**config.mk**
```make
export PLATFORM = sky130hd
export DESIGN_NAME = nfcc_host
export DESIGN_NICKNAME = d
export VERILOG_FILES = /design/src/rtl/nfcc_pkg.sv /design/src/rtl/nfcc_host.sv /design/src/rtl/nfcc_sync.sv
export SDC_FILE = /design/constraint.sdc
export NUM_CORES = 1
export LEC_CHECK = 0
export ABC_AREA = 1
export BUFFER_PORTS_ARGS = -buffer_cell sky130_fd_sc_hd__buf_2
export CAP_MARGIN = 25
export CORE_ASPECT_RATIO = 0.8
export CORE_MARGIN = 2
export CORE_UTILIZATION = 55
export DETAILED_ROUTE_END_ITERATION = 7
export MAX_ROUTING_LAYER = met4
export PLACE_DENSITY_LB_ADDON = 0.1
export SLEW_MARGIN = 15
export SYNTH_ARGS = -nofsm -noshare
export SYNTH_HDL_FRONTEND = slang
export SYNTH_SLANG_ARGS = --single-unit
```
**constraint.sdc**
```tcl
create_clock -name clk_i -period 2.2 [get_ports clk_i]
set_clock_uncertainty 0.15 [all_clocks]
set_input_delay 0.33 -clock clk_i [delete_from_list [all_inputs] [get_ports clk_i]]
set_output_delay 0.33 -clock clk_i [all_outputs]
set_load 0.01 [all_outputs]
```
**src/rtl/nfcc_pkg.sv**
```systemverilog
// Constants, register map and state codes of the NOR flash host controller
package nfcc_pkg;
    // Clock and pin timing, in ns as documented or chosen, then in cycles
    localparam int CLK_NS = 4;
    localparam int RESET_DLY_NS = 100;
    localparam int WAKE_DLY_NS = 100;
    localparam int ACCESS_NS = 80;
    localparam int WE_PULSE_NS = 20;
    localparam int HOLD_NS = 12;
    localparam int SYNC_CYC = 2;
    localparam int RESET_DLY_CYC = (RESET_DLY_NS + CLK_NS - 1) / CLK_NS;
    localparam int WAKE_DLY_CYC = (WAKE_DLY_NS + CLK_NS - 1) / CLK_NS;
    localparam int WAKE_CYC = (RESET_DLY_CYC > WAKE_DLY_CYC) ? RESET_DLY_CYC : WAKE_DLY_CYC;
    localparam int ACCESS_CYC = (ACCESS_NS + CLK_NS - 1) / CLK_NS + SYNC_CYC;
    localparam int WE_CYC = (WE_PULSE_NS + CLK_NS - 1) / CLK_NS;
    localparam int HOLD_CYC = (HOLD_NS + CLK_NS - 1) / CLK_NS;

    // Array organisation
    localparam int ADDR_W = 24;
    localparam int DATA_W = 16;
    localparam int BLOCK_LSB = 17;

    // Register byte offsets
    localparam logic [7:0] REG_CTRL = 8'h00;
    localparam logic [7:0] REG_ADDR = 8'h04;
    localparam logic [7:0] REG_WDATA = 8'h08;
    localparam logic [7:0] REG_CMD = 8'h0c;
    localparam logic [7:0] REG_STATUS = 8'h10;
    localparam logic [7:0] REG_RDATA = 8'h14;

    // Control fields and reset value
    localparam int CTRL_X16 = 0;
    localparam int CTRL_RP = 1;
    localparam int CTRL_CE_EN_LSB = 4;
    localparam int CTRL_CE_OFF_LSB = 8;
    localparam logic [31:0] CTRL_RESET = 32'h0000_0700;

    // Command fields
    localparam int CMD_GO = 0;
    localparam int CMD_WRITE = 1;

    // Status fields
    localparam int ST_BUSY = 0;
    localparam int ST_AWAKE = 1;
    localparam int ST_READY = 2;
    localparam int ST_DONE = 3;
    localparam int ST_REFUSED = 4;
    localparam int ST_BLOCK_LSB = 8;

    typedef enum logic [3:0] {
        S_IDLE = 4'b0001,
        S_SETUP = 4'b0010,
        S_STROBE = 4'b0100,
        S_HOLD = 4'b1000
    } nfcc_state_t;
endpackage

```
**src/rtl/nfcc_host.sv**
```systemverilog
// Host controller driving an asynchronous NOR flash through its pins
// Operation
// RULE1 - Device array splits into uniform 128-KB erase blocks, count by density.
// RULE2 - Width select low gives 8-bit mode, byte lane bit picks byte.
// RULE3 - Width select high gives 16-bit mode, byte lane bit ignored.
// RULE4 - Device holds a 128-bit protection register for unique identification.
// RULE5 - Host writes only valid command sequences; device starts automation only then.
// RULE6 - Device sequencer runs erase, program and lock algorithms by itself.
// RULE7 - Block erase clears exactly one 128-KB block, others untouched.
// RULE8 - Erase may be suspended; other blocks stay readable and programmable.
// RULE9 - Program may be suspended; other blocks stay readable.
// RULE10 - Device write buffer holds 256 bytes or 256 words.
// RULE11 - Each block has a lock bit blocking erase and program.
// RULE12 - Host changes lock bits only through set and clear lock commands.
// RULE13 - Device status word reports completion of sequencer operations.
// RULE14 - In level mode status pin is low while sequencer is busy.
// RULE15 - In level mode status pin high when ready, suspended or in reset.
// RULE16 - Host may switch status pin to pulse mode signalling completion.
// RULE17 - Three chip enables decode together into device enabled or disabled.
// RULE18 - Disabled chip enables with reset input high give standby.
// RULE19 - Reset input low gives power-down and rejects every write.
// RULE20 - Host waits reset and wake delays after reset input rises.
// RULE21 - Reset input low resets sequencer and clears status word.
// RULE22 - Writes count only while chip enables decode to enabled.
//
// Chosen here: the register addresses and the Wishbone interface to the registers.
`timescale 1ns/1ns
`default_nettype none
module nfcc_host (
    input wire logic clk_i,
    input wire logic rst_i,
    input wire logic wb_cyc_i,
    input wire logic wb_stb_i,
    input wire logic wb_we_i,
    input wire logic [7:0] wb_adr_i,
    input wire logic [3:0] wb_sel_i,
    input wire logic [31:0] wb_dat_i,
    output logic [31:0] wb_dat_o,
    output logic wb_ack_o,
    output logic [nfcc_pkg::ADDR_W-1:0] flash_addr_o,
    input wire logic [nfcc_pkg::DATA_W-1:0] flash_dq_i,
    output logic [nfcc_pkg::DATA_W-1:0] flash_dq_o,
    output logic flash_dq_oe_o,
    output logic [2:0] chip_enable_group_o,
    output logic flash_oe_n_o,
    output logic flash_we_n_o,
    output logic width_sel_o,
    output logic reset_powerdown_n_o,
    input wire logic op_status_pin_i
);
    function automatic logic [31:0] merge(input logic [31:0] old, input logic [31:0] nw,
                                          input logic [3:0] sel);
        logic [31:0] r;
        r = old;
        for (int i = 0; i < 4; i++) begin
            if (sel[i]) begin
                r[i*8 +: 8] = nw[i*8 +: 8];
            end
        end
        return r;
    endfunction

    nfcc_pkg::nfcc_state_t state_q, state_d;
    logic [7:0] cnt_q, cnt_d;
    logic [7:0] wake_q;
    logic ack_q;
    logic [31:0] dat_q;
    logic [31:0] ctrl_q;
    logic [nfcc_pkg::ADDR_W-1:0] addr_q;
    logic [nfcc_pkg::DATA_W-1:0] wdata_q;
    logic [nfcc_pkg::DATA_W-1:0] rdata_q;
    logic op_wr_q;
    logic done_q;
    logic refused_q;
    logic ready_prev_q;
    logic [nfcc_pkg::DATA_W-1:0] dq_sync;
    logic ready_sync;

    nfcc_sync #(.W(nfcc_pkg::DATA_W)) u_dq_sync (
        .clk_i(clk_i),
        .rst_i(rst_i),
        .d_i(flash_dq_i),
        .q_o(dq_sync)
    );
    nfcc_sync #(.W(1), .RST_ONE(1'b1)) u_sts_sync (
        .clk_i(clk_i),
        .rst_i(rst_i),
        .d_i(op_status_pin_i),
        .q_o(ready_sync)
    );

    // Bus decode: write commits at the edge where ack is seen
    wire wb_hit = wb_cyc_i & wb_stb_i;
    wire wr_en = wb_hit & wb_we_i & ack_q;
    wire busy = (state_q != nfcc_pkg::S_IDLE);
    wire awake = (wake_q == 8'(nfcc_pkg::WAKE_CYC));
    wire wr_ctrl = wr_en & (wb_adr_i == nfcc_pkg::REG_CTRL);
    wire wr_cmd = wr_en & (wb_adr_i == nfcc_pkg::REG_CMD) & wb_sel_i[0];
    wire wr_stat = wr_en & (wb_adr_i == nfcc_pkg::REG_STATUS) & wb_sel_i[0];
    wire go = wr_cmd & wb_dat_i[nfcc_pkg::CMD_GO]; // RULE5 RULE12
    // Pin traffic only after the wake delay and while not in power-down
    wire go_ok = go & ~busy & awake & ctrl_q[nfcc_pkg::CTRL_RP]; // RULE20 RULE19
    // Reset and width must not change under a running cycle
    wire refuse = (go & ~go_ok) | (wr_ctrl & busy);
    wire done_rise = ready_sync & ~ready_prev_q; // RULE14 RULE15 RULE16
    wire x16 = ctrl_q[nfcc_pkg::CTRL_X16];
    wire [2:0] ce_en = ctrl_q[nfcc_pkg::CTRL_CE_EN_LSB +: 3];
    wire [2:0] ce_off = ctrl_q[nfcc_pkg::CTRL_CE_OFF_LSB +: 3];
    wire [31:0] status_w = {16'h0000,
                            1'b0, addr_q[nfcc_pkg::ADDR_W-1:nfcc_pkg::BLOCK_LSB],
                            3'h0, refused_q, done_q, ready_sync, awake, busy}; // RULE1
    wire [31:0] rd_mux = (wb_adr_i == nfcc_pkg::REG_CTRL) ? ctrl_q :
                         (wb_adr_i == nfcc_pkg::REG_ADDR) ? {8'h00, addr_q} :
                         (wb_adr_i == nfcc_pkg::REG_WDATA) ? {16'h0000, wdata_q} :
                         (wb_adr_i == nfcc_pkg::REG_STATUS) ? status_w :
                         (wb_adr_i == nfcc_pkg::REG_RDATA) ? {16'h0000, rdata_q} : 32'h0;
    wire [31:0] ctrl_new = merge(ctrl_q, wb_dat_i, wb_sel_i);
    wire [31:0] addr_new = merge({8'h00, addr_q}, wb_dat_i, wb_sel_i);
    wire [31:0] wdata_new = merge({16'h0000, wdata_q}, wb_dat_i, wb_sel_i);

    always_ff @(posedge clk_i) begin
        if (rst_i) begin
            ack_q <= 1'b0;
            dat_q <= 32'h0000_0000;
        end else begin
            ack_q <= wb_hit & ~ack_q;
            if (wb_hit & ~ack_q) begin
                dat_q <= rd_mux;
            end
        end
    end

    always_ff @(posedge clk_i) begin
        if (rst_i) begin
            ctrl_q <= nfcc_pkg::CTRL_RESET;
            addr_q <= '0;
            wdata_q <= '0;
        end else begin
            if (wr_ctrl & ~busy) begin
                ctrl_q <= ctrl_new;
            end
            if (wr_en & (wb_adr_i == nfcc_pkg::REG_ADDR) & ~busy) begin
                addr_q <= addr_new[nfcc_pkg::ADDR_W-1:0];
            end
            if (wr_en & (wb_adr_i == nfcc_pkg::REG_WDATA) & ~busy) begin
                wdata_q <= wdata_new[nfcc_pkg::DATA_W-1:0];
            end
        end
    end

    // Sticky flags: a new event beats a clear in the same cycle
    always_ff @(posedge clk_i) begin
        if (rst_i) begin
            done_q <= 1'b0;
            refused_q <= 1'b0;
            // Status pin idles high; matching it avoids a false completion
            ready_prev_q <= 1'b1;
        end else begin
            ready_prev_q <= ready_sync;
            done_q <= done_rise | (done_q & ~(wr_stat & wb_dat_i[nfcc_pkg::ST_DONE]));
            refused_q <= refuse | (refused_q & ~(wr_stat & wb_dat_i[nfcc_pkg::ST_REFUSED]));
        end
    end

    // Wake counter restarts whenever reset/power-down is asserted
    always_ff @(posedge clk_i) begin
        if (rst_i | ~ctrl_q[nfcc_pkg::CTRL_RP]) begin
            wake_q <= 8'h00;
        end else if (!awake) begin
            wake_q <= wake_q + 8'h01; // RULE20
        end
    end

    always_comb begin
        state_d = state_q;
        cnt_d = cnt_q;
        unique case (state_q)
            nfcc_pkg::S_IDLE: begin
                if (go_ok) begin
                    state_d = nfcc_pkg::S_SETUP;
                end
            end
            nfcc_pkg::S_SETUP: begin
                state_d = nfcc_pkg::S_STROBE;
                cnt_d = op_wr_q ? 8'(nfcc_pkg::WE_CYC - 1) : 8'(nfcc_pkg::ACCESS_CYC - 1);
            end
            nfcc_pkg::S_STROBE: begin
                cnt_d = cnt_q - 8'h01;
                if (cnt_q == 8'h00) begin
                    state_d = nfcc_pkg::S_HOLD;
                    cnt_d = 8'(nfcc_pkg::HOLD_CYC - 1);
                end
            end
            nfcc_pkg::S_HOLD: begin
                cnt_d = cnt_q - 8'h01;
                if (cnt_q == 8'h00) begin
                    state_d = nfcc_pkg::S_IDLE;
                end
            end
            default: begin
                state_d = nfcc_pkg::S_IDLE;
            end
        endcase
    end

    wire read_end = (state_q == nfcc_pkg::S_STROBE) & ~op_wr_q & (cnt_q == 8'h00);

    always_ff @(posedge clk_i) begin
        if (rst_i) begin
            state_q <= nfcc_pkg::S_IDLE;
            cnt_q <= 8'h00;
            op_wr_q <= 1'b0;
            rdata_q <= '0;
        end else begin
            state_q <= state_d;
            cnt_q <= cnt_d;
            if (go_ok) begin
                op_wr_q <= wb_dat_i[nfcc_pkg::CMD_WRITE];
            end
            if (read_end) begin
                // Byte mode returns the low lane only
                rdata_q <= x16 ? dq_sync : {8'h00, dq_sync[7:0]}; // RULE2 RULE3
            end
        end
    end

    always_ff @(posedge clk_i) begin
        if (rst_i) begin
            flash_addr_o <= '0;
            flash_dq_o <= '0;
        end else if (go_ok) begin
            // Lane bit forced low in x16, where the device ignores it
            flash_addr_o <= {addr_q[nfcc_pkg::ADDR_W-1:1], addr_q[0] & ~x16}; // RULE2 RULE3
            flash_dq_o <= x16 ? wdata_q : {8'h00, wdata_q[7:0]};
        end
    end

    // Chip enables hold the disabled pattern outside a cycle, so standby while reset input is high
    assign chip_enable_group_o = busy ? ce_en : ce_off; // RULE17 RULE18 RULE22
    assign flash_we_n_o = ~((state_q == nfcc_pkg::S_STROBE) & op_wr_q); // RULE22
    assign flash_oe_n_o = ~((state_q == nfcc_pkg::S_STROBE) & ~op_wr_q);
    assign flash_dq_oe_o = busy & op_wr_q;
    assign width_sel_o = x16;
    assign reset_powerdown_n_o = ctrl_q[nfcc_pkg::CTRL_RP]; // RULE19 RULE21
    assign wb_ack_o = ack_q;
    assign wb_dat_o = dat_q;
endmodule
`default_nettype wire

```
**src/rtl/nfcc_sync.sv**
```systemverilog
// Two-flop synchroniser for pin inputs
`timescale 1ns/1ns
`default_nettype none
module nfcc_sync #(
    parameter int W = 1,
    parameter logic RST_ONE = 1'b0
) (
    input wire logic clk_i,
    input wire logic rst_i,
    input wire logic [W-1:0] d_i,
    output logic [W-1:0] q_o
);
    logic [W-1:0] meta_q;
    logic [W-1:0] sync_q;

    always_ff @(posedge clk_i) begin
        if (rst_i) begin
            // Reset to the pin's idle level, so no false edge follows reset
            meta_q <= {W{RST_ONE}};
            sync_q <= {W{RST_ONE}};
        end else begin
            meta_q <= d_i;
            sync_q <= meta_q;
        end
    end

    assign q_o = sync_q;
endmodule
`default_nettype wire

```
# ---- Word-level counts from Yosys, hierarchy flattened
# Index checks and enable logic that the tools add are counted.
dict set report classes {
  n_reduce_logical 13
  n_eq_ne 14
  n_mux 15
  n_addsub 2
  n_bitwise 45
}
# operator n
set ops {}
lappend ops {{16-bit 2-to-1 mux} 5}
lappend ops {{32-bit 2-to-1 mux} 1}
lappend ops {{1-bit AND} 30}
lappend ops {{8-bit by 5-bit == test with 1-bit output (second input constant)} 3}
lappend ops {{24-bit 2-to-1 mux} 1}
lappend ops {{8-bit one-hot mux with 3 select lines} 1}
lappend ops {{2-bit AND reduction} 9}
lappend ops {{8-bit by 4-bit == test with 1-bit output (second input constant)} 2}
lappend ops {{8-bit zero test} 2}
lappend ops {{4-bit one-hot mux with 4 select lines} 1}
lappend ops {{4-bit 2-to-1 mux} 3}
lappend ops {{1-bit NOT} 11}
lappend ops {{8-bit by 1-bit adder with 8-bit output (second input constant)} 1}
lappend ops {{8-bit by 3-bit == test with 1-bit output (second input constant)} 1}
lappend ops {{8-bit 2-to-1 mux} 1}
lappend ops {{8-bit by 1-bit subtractor with 8-bit output (second input constant)} 1}
lappend ops {{2-bit != test (second input constant)} 3}
lappend ops {{5-bit 2-to-1 mux} 1}
lappend ops {{4-bit by 1-bit == test with 1-bit output (second input constant)} 1}
lappend ops {{4-bit by 2-bit == test with 1-bit output (second input constant)} 1}
lappend ops {{4-bit by 3-bit == test with 1-bit output (second input constant)} 1}
lappend ops {{4-bit == test (second input constant)} 1}
lappend ops {{4-bit by 1-bit != test with 1-bit output (second input constant)} 1}
lappend ops {{1-bit OR} 4}
lappend ops {{3 further kinds} 3}
dict set report word_totals {
  reg_bits 219
  inputBits 66
  out_inout_bits 81
  wordCells 114
}

# ---- Longest topological paths before layout
# Gate-level depths: netlist of run 1.
dict set report depth {
  ltp_word 13
  mapped_depth 11
  mapped_depth_nobuf 10
}

# ---- By module
# Synthesis of run 1 repeated with hierarchy kept, for this count alone.
dict set report hier_totals {
  hier_cells 1126
  area_unflattened_um2 8828.5
}
# module seq_area_each_um2 area_per_inst_um2 instances cells_each
set by_module_without_submodules {}
lappend by_module_without_submodules {nfcc_host 3703.6 7855.0 1 1020}
lappend by_module_without_submodules {{nfcc_sync at u_dq_sync} 640.6 914.6 1 99}
lappend by_module_without_submodules {{nfcc_sync at u_sts_sync} 40.0 58.8 1 7}

# ---- Worst setup path after synthesis of run 1
# Ideal clock, no wire load.
dict set report synth_path {
  kind {register to register}
  from {register wake_q[0]}
  to {register flash_addr_o[0] in the netlist's numbering}
  slack_ns 0.516
  synth_period_minus_slack_ns 1.684
  t_arrival_ns 1.407
  path_buffers 1
  setup_ns 0.128
  stages_incl_launch_ff 10
  t_required_ns 1.922
  cell_sequence {dfxtp_1 > ha_1 > nand2_1 > nor2_1 > nand3_1 > nor2_1 > buf_2 > o21ai_0 > o21ai_0 > nor2_1}
}
dict set report synth_via {
  elab_chain_len 3
}
# item line_no
set synth_rtl {}
lappend synth_rtl {{start: declaration} nfcc_host.sv:65} ;# logic [7:0] wake_q;
lappend synth_rtl {{start signal: assignment} nfcc_host.sv:170} ;# wake_q <= wake_q + 8'h01;
lappend synth_rtl {{8-bit by 5-bit == test with 1-bit output} nfcc_host.sv:96} ;# wire awake = (wake_q == 8'(nfcc_pkg::WAKE_CYC));
lappend synth_rtl {{1-bit AND (2 in a row)} nfcc_host.sv:102} ;# wire go_ok = go & ~busy & awake & ctrl_q[nfcc_pkg::CTRL_RP];
lappend synth_rtl {{end signal: assignment} nfcc_host.sv:233} ;# flash_addr_o <= {addr_q[nfcc_pkg::ADDR_W-1:1], addr_q[0] & ~x16};
lappend synth_rtl {{end: declaration} nfcc_host.sv:40} ;# output logic [nfcc_pkg::ADDR_W-1:0] flash_addr_o,
# Every way passes these cells.
# A chain may end at the register's enable or synchronous reset.

# ---- Final worst setup path of run 1
dict set report layout_path {
  from {register state_q[3]}
  to {output port chip_enable_group_o[0]}
}
dict set report layout_via {
  elab_chain_len 2
}
# item line_no
set layout_rtl {}
lappend layout_rtl {{start: declaration} nfcc_host.sv:63} ;# nfcc_pkg::nfcc_state_t state_q, state_d;
lappend layout_rtl {{start signal: assignment} nfcc_host.sv:210} ;# state_q <= nfcc_pkg::S_IDLE;
lappend layout_rtl {{start signal: assignment} nfcc_host.sv:215} ;# state_q <= state_d;
lappend layout_rtl {{4-bit by 1-bit != test with 1-bit output} nfcc_host.sv:95} ;# wire busy = (state_q != nfcc_pkg::S_IDLE);
lappend layout_rtl {{3-bit 2-to-1 mux} nfcc_host.sv:239} ;# assign chip_enable_group_o = busy ? ce_en : ce_off;
lappend layout_rtl {{end: declaration} nfcc_host.sv:44} ;# output logic [2:0] chip_enable_group_o,
# Every way passes these cells.

==> results of run 1 <==
cell families (layout without fill, tap and decap cells):
logic type,after synthesis,after routing,synth area share
AO/OA/AOI/OAI,375,375,0.224
buffers and inverters,218,420,0.100
AND/OR/NAND/NOR,292,292,0.149
XOR/XNOR,6,6,0.00618
adder cells (fa/ha/maj),4,4,0.00588
flip-flops,219,219,0.515
power groups by stage:
stage / Clock [W] / Sequential, W / Combinational [W]
after floorplan: 0 / 0.00413 / 0.000194
after global routing: 0.00410 / 0.00404 / 0.000494
after global placement: 0 / 0.00413 / 0.000377
after detailed placement: 0 / 0.00413 / 0.000380
after CTS: 0.00393 / 0.00404 / 0.000439
final: 0.00390 / 0.00404 / 0.000448
per-layer routing:
layer | vias up | global-route usage | share of wire
met5 | - | - | 0
met4 | 0 | 0.0647 | 0.020
met3 | 39 | 0.0337 | 0.068
met2 | 301 | 0.439 | 0.45
met1 | 3668 | 0.395 | 0.47
li1 | 4017 | - | -
Yosys cell counts:
master      n
and3_1      1
a21oi_1   178
or2_2       6
o211ai_1    8
nor2_1     81
nand3b_1    1
o21ai_0   185
nand3_2     1
nor4_1      1
and2_1      1
clkbuf_1   38
nand2_1   123
nor2_4      1
a211oi_1    3
nand4_1     5
xnor2_1     2
xor2_1      4
buf_2      20
ha_1        4
inv_2       1
a31oi_1     1
nor2_2      3
nor3_1      3
buf_4       2
dfxtp_1   219
nand3_1    63
inv_1     157
nor3_4      2
flip-flops by register name (all words and copies together) (netlist names), 4 cells and up:
| signal | count |
|---|---|
| flash_dq_o | 16 |
| wake_q | 8 |
| ctrl_q | 32 |
| flash_addr_o | 24 |
| u_dq_sync.meta_q | 16 |
| cnt_q | 8 |
| u_dq_sync.q_o | 16 |
| wb_dat_o | 32 |
| wdata_q | 16 |
| state_q | 4 |
| addr_q | 24 |
| rdata_q | 16 |
per-stage QoR:
stage	utilization	setup TNS (ns)	worst slack (ns)	hold WS (ns)	area [um2]
final	0.714	0	0.0450	0.0127	10800
after global routing	0.714	-0.0110	-0.00688	0.0202	10800
after global placement	0.635	0	0.226	0.241	9570
after CTS	0.712	0	0.00848	0.00435	10700
after detailed placement	0.635	0	0.0904	0.244	9570
after floorplan	-	0	0.516	0.238	8510
worst min path at each step:
stage / end / from
floorplan: u_dq_sync.q_o[0]$_SDFF_PP0_ / u_dq_sync.meta_q[0]$_SDFF_PP0_
global placement: u_dq_sync.q_o[13]$_SDFF_PP0_ / u_dq_sync.meta_q[13]$_SDFF_PP0_
detailed placement: u_dq_sync.q_o[10]$_SDFF_PP0_ / u_dq_sync.meta_q[10]$_SDFF_PP0_
CTS: ctrl_q[15]$_SDFFE_PP0P_ / wb_dat_i[15]
global route: wdata_q[14]$_SDFFE_PP0P_ / wb_dat_i[14]
finish: ctrl_q[15]$_SDFFE_PP0P_ / wb_dat_i[15]
tightest hold or removal path, stage by stage:
cell,delay (ns)
buf_2,0.11
o21ai_0,0.08
a21oi_1,0.10
final cells by class:
| type | instances | area, um2 | area share |
|---|---|---|---|
| tap | 210 | 263 | 0.0244 |
| inverter | 158 | 593 | 0.0552 |
| clock inverter | 9 | 140 | 0.0130 |
| clock buffer | 31 | 624 | 0.0581 |
| timing repair buffer | 222 | 1460 | 0.136 |
| multi-input combinational | 677 | 3290 | 0.306 |
| sequential | 219 | 4390 | 0.408 |
repair_timing:
item                                    CTS  global route
endpoints found under the setup margin    2             4
hold endpoints to repair                 42             0
hold buffers                             38             0
resized for setup                         4             2
pin swaps                                 0             3
setup buffers                             0             3
==> impl_results.md, run 1 <==
* Vias in the first global route at 7285
* Yosys top cell by area: dfxtp_1
* DRT antenna net count at 0
* R2R Path Start: wake_q[1]$_SDFFE_PP0P_
* Hold depth at 3
* Post-synthesis register bit count at 219
* Clock-pin transition on the worst setup and hold timing paths at 0.06 ns
* Flop pwr share at 0.482
* Largest net degree at the start of global routing at 72
* CP Capture Type: output port
* DRC Markers at 0
* Area grow syn2layout at 26.4%
* First-pass GRT wire length at 36.3 mm
* RePlAce Congestion at 0.917
* Clock Latency Late Sink at 0.50 ns
* Worst path cell trace: nor2_2, nand3_4, buf_4, o21ai_1, buf_2
* Most frequent cells in the layout: dfxtp_1, o21ai_0, a21oi_1
* Register-to-Register Path Depth at 11
* Hold Crit Class: primary input to register
* Post-Place Cells at 1445
* Die width at 143 um
* Worst Tran Pin Value at 0.474 ns
* Syn nets at 1184
* Ports at 147
* CP Data Required Time at 1.72 ns
* Psw at 0.00183 W
* Status: finished, final reports clean
* Reg-to-reg critical path endpoint: flash_addr_o[22]$_SDFFE_PP0P_
* Max_slew headroom at 0.684
* Crit start category: register
* Lkg Pwr at 4.58 nW
* Period utilisation layout at 0.980
* Combinational share of power at 0.053
* Setup violations, final at 0
* Power per cell area at 780 nW/um2
* Die ar. at 16500 um2
* Worst setup startpoint: state_q[3]$_SDFFE_PP0P_
* Max IR drop VDD at 0.612 mV
* Post-route minimum period at 2.16 ns
* Seq/Total Area, Yosys at 0.515
* Tot GR Track Use at 0.282
* Number of max-cap violations at 0
* Max Slew Vio Count at 0
* Clk root buf: clkbuf_16
* Drt first pass iters at 6
* Mapped Cells at 1114
* Switching portion of total power at 0.218
* CTS buffer count at 22
* Area contributors post-synth: dfxtp_1, o21ai_0, a21oi_1, inv_1, nand2_1
* # nets final at 1370
* Die Span Y at 115 um
* Total number of vias at 8025
* Depth of the CTS H-tree at 1
* Max Freq at 0.464 GHz
* Row count at 40
* Sink Count at 219
* Final cell count without fillers at 1526
* DP HPWL at 15.4 mm
* Most common cell after layout, fill and taps aside: dfxtp_1
* Slowest stage delay, CP at 0.35 ns
* Antenna violations before repair at 0
* Clk pwr share at 0.465
* Mapped Area at 8510 um2
* Setup CP Type: register to output port
* Detailed-route wire length at 22.6 mm
* Critical Path Stages at 5
* Antenna diodes at 0
* Buf/Inv on CP at 2
* Crit path arrival time at 1.68 ns
* Gr ovfl total at 0
* WL/cell at 14.8 um
* Syn_area_per_cell at 7.64 um2
* TritonCTS clock tree: yes
* Critical path's top delay family: buffers and inverters
* Fin. Hold Viols at 0
* Port Buffer Count at 146
* DR vias/cell at 5.26
* Max clock buf depth at 3
* Slowest cell on crit path: dfxtp_1
* Pwr Total at 0.00838 W
* 1st-iter DRT viols at 696
* Crit Path Max Fanout at 8
* Internal Power at 0.00656 W
* Synth Warn # at 0
* Core area at 15100 um2
* Fillcell total at 1223
* Synth cell types at 28
* Starting Density at 0.565
* Reg-to-reg slack, setup at 0.24 ns
* Synth top area share at 0.515
* Share of layout cells above drive strength 1 at 0.182
* Crit path to: chip_enable_group_o[0]
(Power assumes the default switching activity.)
==> run 2: changes to the inputs <==
--- a/config.mk
+++ b/config.mk
@@ -5,7 +5,6 @@
 export SDC_FILE = /design/constraint.sdc
 export NUM_CORES = 1
 export LEC_CHECK = 0
-export ABC_AREA = 1
 export BUFFER_PORTS_ARGS = -buffer_cell sky130_fd_sc_hd__buf_2
 export CAP_MARGIN = 25
 export CORE_ASPECT_RATIO = 0.8
==> run 2 against run 1 <==
Against the previous run:
- the flow now finishes with violations (negative setup slack)
- sequential power about the same
- final cell count up 0.52%
- die area grew 9.0%
- worst hold slack hardly changed
- clock power increased by 1%
- global-route usage increased by 5.5 points
- largest power group unchanged
- wire length up 33%
- via count rose by 16%
- sequential cell count unchanged
- clock-buffer cell count is the same
- total power is 0.73% higher
- critical path depth down 1
==> impl_results.md, run 2 <==
* DRT antenna net count at 0 (unchanged)
* Seq/Total Area, Yosys at 0.471 (-0.0439)
* Drt first pass iters at 5 (-1)
* Vias in the first global route at 8571 (+18%)
* Pwr Total at 0.00844 W (+0.73%)
* Tot GR Track Use at 0.337 (+0.0551)
* Setup violations, final at 12 (+12)
* Largest family of logic cells by synthesized area: compound AO/OA/AOI/OAI gates
* Number of max-cap violations at 0 (unchanged)
* Period utilisation layout at 1.07 (+0.0889)
* Syn_area_per_cell at 8.51 um2 (+11%)
* Hold depth at 3 (unchanged)
* Max_slew headroom at 0.523 (-0.160)
* Antenna diodes at 0 (unchanged)
* Synth Area in XOR/XNOR at 0.00848 (+0.00230)
* Die ar. at 18000 um2 (+9.0%)
* Hold wc startpoint: wb_dat_i[13]
* DP HPWL at 20.0 mm (+30%)
* Power per cell area at 693 nW/um2 (-11%)
* Post-synthesis register bit count at 219 (unchanged)
* Slowest cell on crit path: or4b_4
* Post-Place Cells at 1435 (-0.69%)
* RePlAce Congestion at 0.944 (+3.0%)
* Core area at 16600 um2 (+9.9%)
* Hold Crit Class: primary input to register
* Detailed-route wire length at 30.1 mm (+33%)
* Worst slack, placed at -0.409 ns (-0.499 ns)
* GR Layer Usage met1 at 0.475 (+0.0803)
* # nets final at 1369 (-0.073%)
* Crit path arrival time at 1.87 ns (+0.19 ns)
* Gr ovfl total at 0 (unchanged)
* Hold Path Sink: wdata_q[13]$_SDFFE_PP0P_
* TritonCTS clock tree: yes
* Mapped Area at 9300 um2 (+9.3%)
* Failing checks: negative setup slack
* Clock-pin transition on the worst setup and hold timing paths at 0.06 ns (about the same)
* Largest net degree at the start of global routing at 100 (+39%)
* Register-to-Register Path Depth at 6 (-5)
* Worst path cell trace: or4b_4, buf_12, and2_4, buf_6
* First-pass GRT wire length at 46.8 mm (+29%)
* Fin. Hold Viols at 0 (unchanged)
* Mapped Cells at 1093 (-1.9%)
* Most common cell after layout, fill and taps aside: dfxtp_1
* Top-count cell post-synth: dfxtp_1
* Final instance area at 12200 um2 (+13%)
* PnR worst setup slack at -0.151 ns (-0.196 ns)
* GR Layer Usage met3 at 0.0725 (+0.0387)
* Port Buffer Count at 146 (unchanged)
* Setup CP Type: register to output port
* Gr busiest metal: met2
* Slowest stage delay, CP at 0.57 ns (+0.22 ns)
* Max IR drop VDD at 0.562 mV (-8.1%)
* M2 GR Usage at 0.489 (+0.0496)
* Synth top cells by count: dfxtp_1, a21oi_1, nand3_1
* Lkg Pwr at 4.65 nW (+1.5%)
* Share of layout cells above drive strength 1 at 0.250 (+0.0680)
* DR vias/cell at 6.06 (+15%)
* DRC Markers at 0 (unchanged)
* Starting Density at 0.562 (-0.00295)
* Ports at 147 (unchanged)
* Critical path's top delay family: simple AND/OR/NAND/NOR gates
* Dpl cell area at 10700 um2 (+12%)
* Yosys top cell by area: dfxtp_1
* Clk root buf: clkbuf_16
* Crit Path Max Fanout at 5 (-3)
* RSZ-0062 raised after global routing: true
* Reg-to-reg slack, setup at -0.08 ns (-0.32 ns)
* Status: finished with violations
* Simple-Gate Fraction of Synth Area at 0.215 (+0.0663)
* Worst setup startpoint: state_q[2]$_SDFFE_PP0P_
* CTS buffer count at 22 (unchanged)
* Reg-to-reg critical path endpoint: ctrl_q[4]$_SDFFE_PP0P_
* Max Slew Vio Count at 0 (unchanged)
* Buf/Inv on CP at 2 (unchanged)
* Sink Count at 219 (unchanged)
* Post-route minimum period at 2.35 ns (+0.196 ns)
* Depth of the CTS H-tree at 1 (unchanged)
* Row count at 42 (+5.0%)
* Die width at 149 um (+4.4%)
* Clock Latency Late Sink at 0.51 ns (about the same)
* WL/cell at 19.6 um (+33%)
* Syn nets at 1163 (-1.8%)
* Area contributors post-synth: dfxtp_1, a21oi_1, nand3_1, o21ai_0, clkbuf_1
* R2R Path Start: state_q[2]$_SDFFE_PP0P_
* Crit start category: register
* Synth top area share at 0.471 (-0.0439)
* Synth async-reset ratio at 0 (unchanged)
* Synth cell types at 57 (+100%)
* CP Capture Type: output port
* Area grow syn2layout at 31.1%
* Die Span Y at 120 um (+4.4%)
* EDFF count, synth at 0 (unchanged)
* Max clock buf depth at 3 (unchanged)
* Worst Tran Pin Value at 0.714 ns (+0.240 ns)
* 1st-iter DRT viols at 966 (+39%)
* Max Freq at 0.425 GHz (-8.3%)
* Antenna violations before repair at 0 (unchanged)
* Post-synthesis mux area share at 0.0151 (+0.0151)
* Final cell count without fillers at 1534 (+0.52%)
* Most frequent cells in the layout: dfxtp_1, buf_2, a21oi_1
* Total number of vias at 9300 (+16%)
* CP Data Required Time at 1.72 ns (about the same)
* Adder-cell share of the synthesized area at 0.00538 (-0.000501)
* Compound-cell area share of the yosys netlist at 0.232 (+0.00824)
* Post-synth top flop: dfxtp_1
* Synth Warn # at 0 (unchanged)
==> run 2: cell types whose count changed in the layout (fill, tap and decap cells not counted), moves of 21 or more <==
| cell | before | now |
|---|---|---|
| a211oi_1 | 3 | 24 |
| nor2_1 | 79 | 41 |
| nand3_1 | 63 | 103 |
| nand2_1 | 123 | 58 |
| nor2b_1 | 0 | 38 |
| o21ai_0 | 183 | 96 |
| inv_1 | 155 | 21 |
| a21oi_1 | 178 | 136 |
| buf_4 | 33 | 74 |
==> run 2: power breakdown <==
group          internal [W]  switching [W]
clock network       0.00236        0.00158
registers           0.00400      0.0000161
logic              0.000203       0.000283
==> run 2: logic make-up after synthesis <==
| logic type | after synthesis |
|---|---|
| buffers and inverters | 128 |
| DFF | 219 |
| and+or+nand+nor | 365 |
| adders and majority gates | 4 |
| xor gates and xnor gates | 9 |
| muxes | 14 |
| AOI/OAI and AO/OA | 354 |
==> run 2: worst max path at each step <==
stage | to | slack [ns] | cells past startpoint
finish | flash_dq_oe_o | -0.15 | 4
global route | flash_dq_oe_o | -0.18 | 4
CTS | flash_dq_oe_o | -0.12 | 4
detailed placement | wb_dat_o[7]$_SDFFE_PP0P_ | -0.41 | 6
global placement | wb_dat_o[7]$_SDFFE_PP0P_ | -0.30 | 6
floorplan | ctrl_q[1]$_SDFFE_PP0P_ | 0.002 | 5
==> run 2: metal layers <==
| metal | vias up | wire (um) |
|---|---|---|
| li1 | 4394 | - |
| met1 | 4398 | 13300 |
| met2 | 435 | 13100 |
| met3 | 73 | 2850 |
| met4 | 0 | 863 |
| met5 | - | 0 |
==> run 2: through the flow <==
stage	TNS, ns	hold WS, ns	util
floorplan	0	0.239	-
global placement	-5.64	0.268	0.646
detailed placement	-7.22	0.257	0.646
CTS	-0.401	0.000573	0.728
global route	-1.60	0.00952	0.736
finish	-0.933	0.0123	0.736
==> run 2: layout make-up <==
class / count / area (um2)
flip-flops and latches: 219 / 4390
fillers: 1288 / 4360
clock buffers: 31 / 636
inverters: 22 / 82.6
clock inverters: 8 / 115
repair buffers: 288 / 2150
multi-input cells: 746 / 4540
well taps: 220 / 275
==> run 2: what timing repair did <==
| item | CTS | global route |
|---|---|---|
| endpoints found under the hold margin | 78 | 0 |
| endpoints found under the setup margin | 6 | 67 |
| pin swaps | 4 | 9 |
| gates resized for setup | 12 | 23 |
| hold buffers | 50 | 0 |
| buffers inserted | 5 | 3 |
| cloned | 1 | 2 |
==> run 2: worst register-to-register path, cell delays in order (launching register included) <==
cell	delay, ns
dfxtp_4	0.36
or4b_4	0.57
buf_4	0.16
buf_4	0.12
bufbuf_16	0.28
o311a_1	0.32
a31o_2	0.21
==> run 3: changes to the inputs <==
==> constraint.sdc (replaced) <==
create_clock -name clk_i -period 3 [get_ports clk_i]
set_clock_uncertainty 0.15 [all_clocks]
set_input_delay 0.45 -clock clk_i [delete_from_list [all_inputs] [get_ports clk_i]]
set_output_delay 0.45 -clock clk_i [all_outputs]
set_load 0.01 [all_outputs]
==> run 3 against run 2 <==
Against the previous run:
- the run now ends clean
- global-route usage decreased by 2.5 points
- sequential power down 27%
- final cell count shrank 5.8%
- setup slack gained 0.43 ns
- worst hold slack got worse by 0.010 ns
- core utilization shrank 6.4 points
- critical path type unchanged
- critical endpoint unchanged
- largest cell class unchanged
==> impl_results.md, run 3 (synthesis results as in run 2) <==
* RSZ-0062 raised after global routing: false
* Gr ovfl total at 0 (unchanged)
* Critical path's top delay family: simple AND/OR/NAND/NOR gates
* Sink Count at 219 (unchanged)
* Crit start category: register
* Buf/Inv on CP at 1 (-1)
* Period utilisation layout at 0.908
* CP Data Required Time at 2.40 ns (+0.68 ns)
* Worst slack, placed at 0.269 ns (+0.678 ns)
* Status: finished, final reports clean
* Worst path cell trace: or4b_4, and2_1, buf_2
* Fin. Hold Viols at 0 (unchanged)
* DR vias/cell at 6.18 (+1.9%)
* Flop pwr share at 0.485 (+0.009)
* Setup violations, final at 0 (-12)
* Worst Tran Pin Value at 0.984 ns (+0.270 ns)
* Number of max-cap violations at 0 (unchanged)
* Hold wc startpoint: flash_dq_i[15]
* Most frequent cells in the layout: dfxtp_1, buf_2, a21oi_1
* Worst setup startpoint: state_q[0]$_SDFFE_PP1P_
* Min Hold Slack at 0.00234 ns (-0.00996 ns)
* WL/cell at 19.4 um (-1.0%)
* Slowest cell on crit path: or4b_4
* Detailed-route wire length at 28.1 mm (-6.7%)
* Antenna diodes at 0 (unchanged)
* Combinational share of power at 0.048 (-0.010)
* Die width at 149 um (unchanged)
* Final TNS setup at 0 ns (+0.933 ns)
* Share of layout cells above drive strength 1 at 0.216 (-0.0341)
* Internal Power at 0.00468 W (-29%)
* Port Buffer Count at 146 (unchanged)
* Clk pwr share at 0.467 (about the same)
* Clock-pin transition on the worst setup and hold timing paths at 0.06 ns (about the same)
* Clock Latency Late Sink at 0.52 ns (about the same)
* DRC Markers at 0 (unchanged)
* Switching portion of total power at 0.231 (+0.00864)
* Most common cell after layout, fill and taps aside: dfxtp_1
* 1st-iter DRT viols at 1187 (+23%)
* Die ar. at 18000 um2 (unchanged)
* Area grow syn2layout at 19.8%
* CTS buffer count at 22 (unchanged)
* Hold Crit Class: primary input to register
* R2R Path Start: state_q[3]$_SDFFE_PP0P_
* Depth of the CTS H-tree at 1 (unchanged)
* DP HPWL at 18.9 mm (-5.3%)
* Post-route minimum period at 2.72 ns
* First-pass GRT wire length at 43.0 mm (-8.1%)
* Core area at 16600 um2 (unchanged)
* Total number of vias at 8928 (-4.0%)
* PnR worst setup slack at 0.275 ns (+0.426 ns)
* Antenna violations before repair at 0 (unchanged)
* Clk root buf: clkbuf_16
* Crit path arrival time at 2.12 ns (+0.25 ns)
* Post-CTS Setup Inserts at 0 (-5)
* Max clock buf depth at 3 (unchanged)
* Starting Density at 0.562 (unchanged)
* RePlAce Congestion at 1.04 (+11%)
* Max IR drop VDD at 0.458 mV (-18%)
* Vias in the first global route at 7666 (-11%)
* Die Span Y at 120 um (unchanged)
* TritonCTS clock tree: yes
* DRT antenna net count at 0 (unchanged)
* Row count at 42 (unchanged)
* Tot GR Track Use at 0.312 (-0.0253)
* Crit Path Max Fanout at 21 (+16)
* Psw at 0.00140 W (-25%)
* Largest net degree at the start of global routing at 199 (+99%)
* Drt first pass iters at 5 (unchanged)
* Lkg Pwr at 4.14 nW (-11%)
* Slowest stage delay, CP at 0.68 ns (+0.11 ns)
* CP Capture Type: output port
* Final cell count without fillers at 1445 (-5.8%)
* # nets final at 1279 (-6.6%)
* Max Freq at 0.367 GHz
* Ports at 147 (unchanged)
* Setup CP Type: register to output port
* Power per cell area at 546 nW/um2 (-21%)
* Max_slew headroom at 0.343 (-0.180)
* Post-Place Cells at 1391 (-3.1%)
* Max Slew Vio Count at 0 (unchanged)
run 3: worst register-to-register path, stage by stage, from the launching register on:
cell and delay (ns):
dfxtp_1 0.43, or4b_2 0.81, or4_1 0.83, nand2_1 0.19, a21oi_1 0.07
run 3: layout make-up:
| type | count | area, um2 |
|---|---|---|
| clock buffer | 24 | 568 |
| clock inverter | 16 | 175 |
| fill | 1399 | 5420 |
| inverter | 22 | 82.6 |
| multi-input combinational | 746 | 4460 |
| sequential | 219 | 4380 |
| tap | 220 | 275 |
| timing repair buffer | 198 | 1190 |
run 3: final timing paths:
kind / slack (ns) / endpoint / depth (start not counted)
worst max-delay path: 0.28 / flash_dq_oe_o / 3
worst min-delay path: 0.002 / u_dq_sync.meta_q[15]$_SDFF_PP0_ / 2
worst max register to register: 0.37 / rdata_q[8]$_SDFFE_PP0P_ / 4
worst min register to register: 0.27 / u_sts_sync.q_o$_SDFF_PP1_ / 1
run 3: per-layer routing:
metal  track usage  vias to the layer above  share of wire
li1              -                     4214              -
met1         0.463                     4146           0.45
met2         0.407                      490           0.40
met3        0.0894                       78           0.13
met4        0.0887                        0          0.030
met5             -                        -              0
run 3: power groups by stage:
stage	Clock, W	Combinational (W)	Sequential, W
floorplan	0	0.000144	0.00302
global placement	0	0.000267	0.00301
detailed placement	0	0.000267	0.00302
CTS	0.00286	0.000282	0.00295
global route	0.00298	0.000312	0.00295
finish	0.00284	0.000292	0.00295
run 3: per-stage QoR:
stage          power (W)  area, um2  utilization
4_1_cts          0.00609      11100        0.673
2_1_floorplan    0.00316       9300            -
5_1_grt          0.00625      11100        0.673
3_3_place_gp     0.00328      10200        0.619
6_report         0.00608      11100        0.673
3_5_place_dp     0.00328      10200        0.619
run 3: repair_timing:
item / 4_1_cts / 5_1_grt
gates resized for setup: 1 / 0
endpoints found under the setup margin: 1 / 0
hold buffers: 14 / 0
hold endpoints to repair: 14 / 0
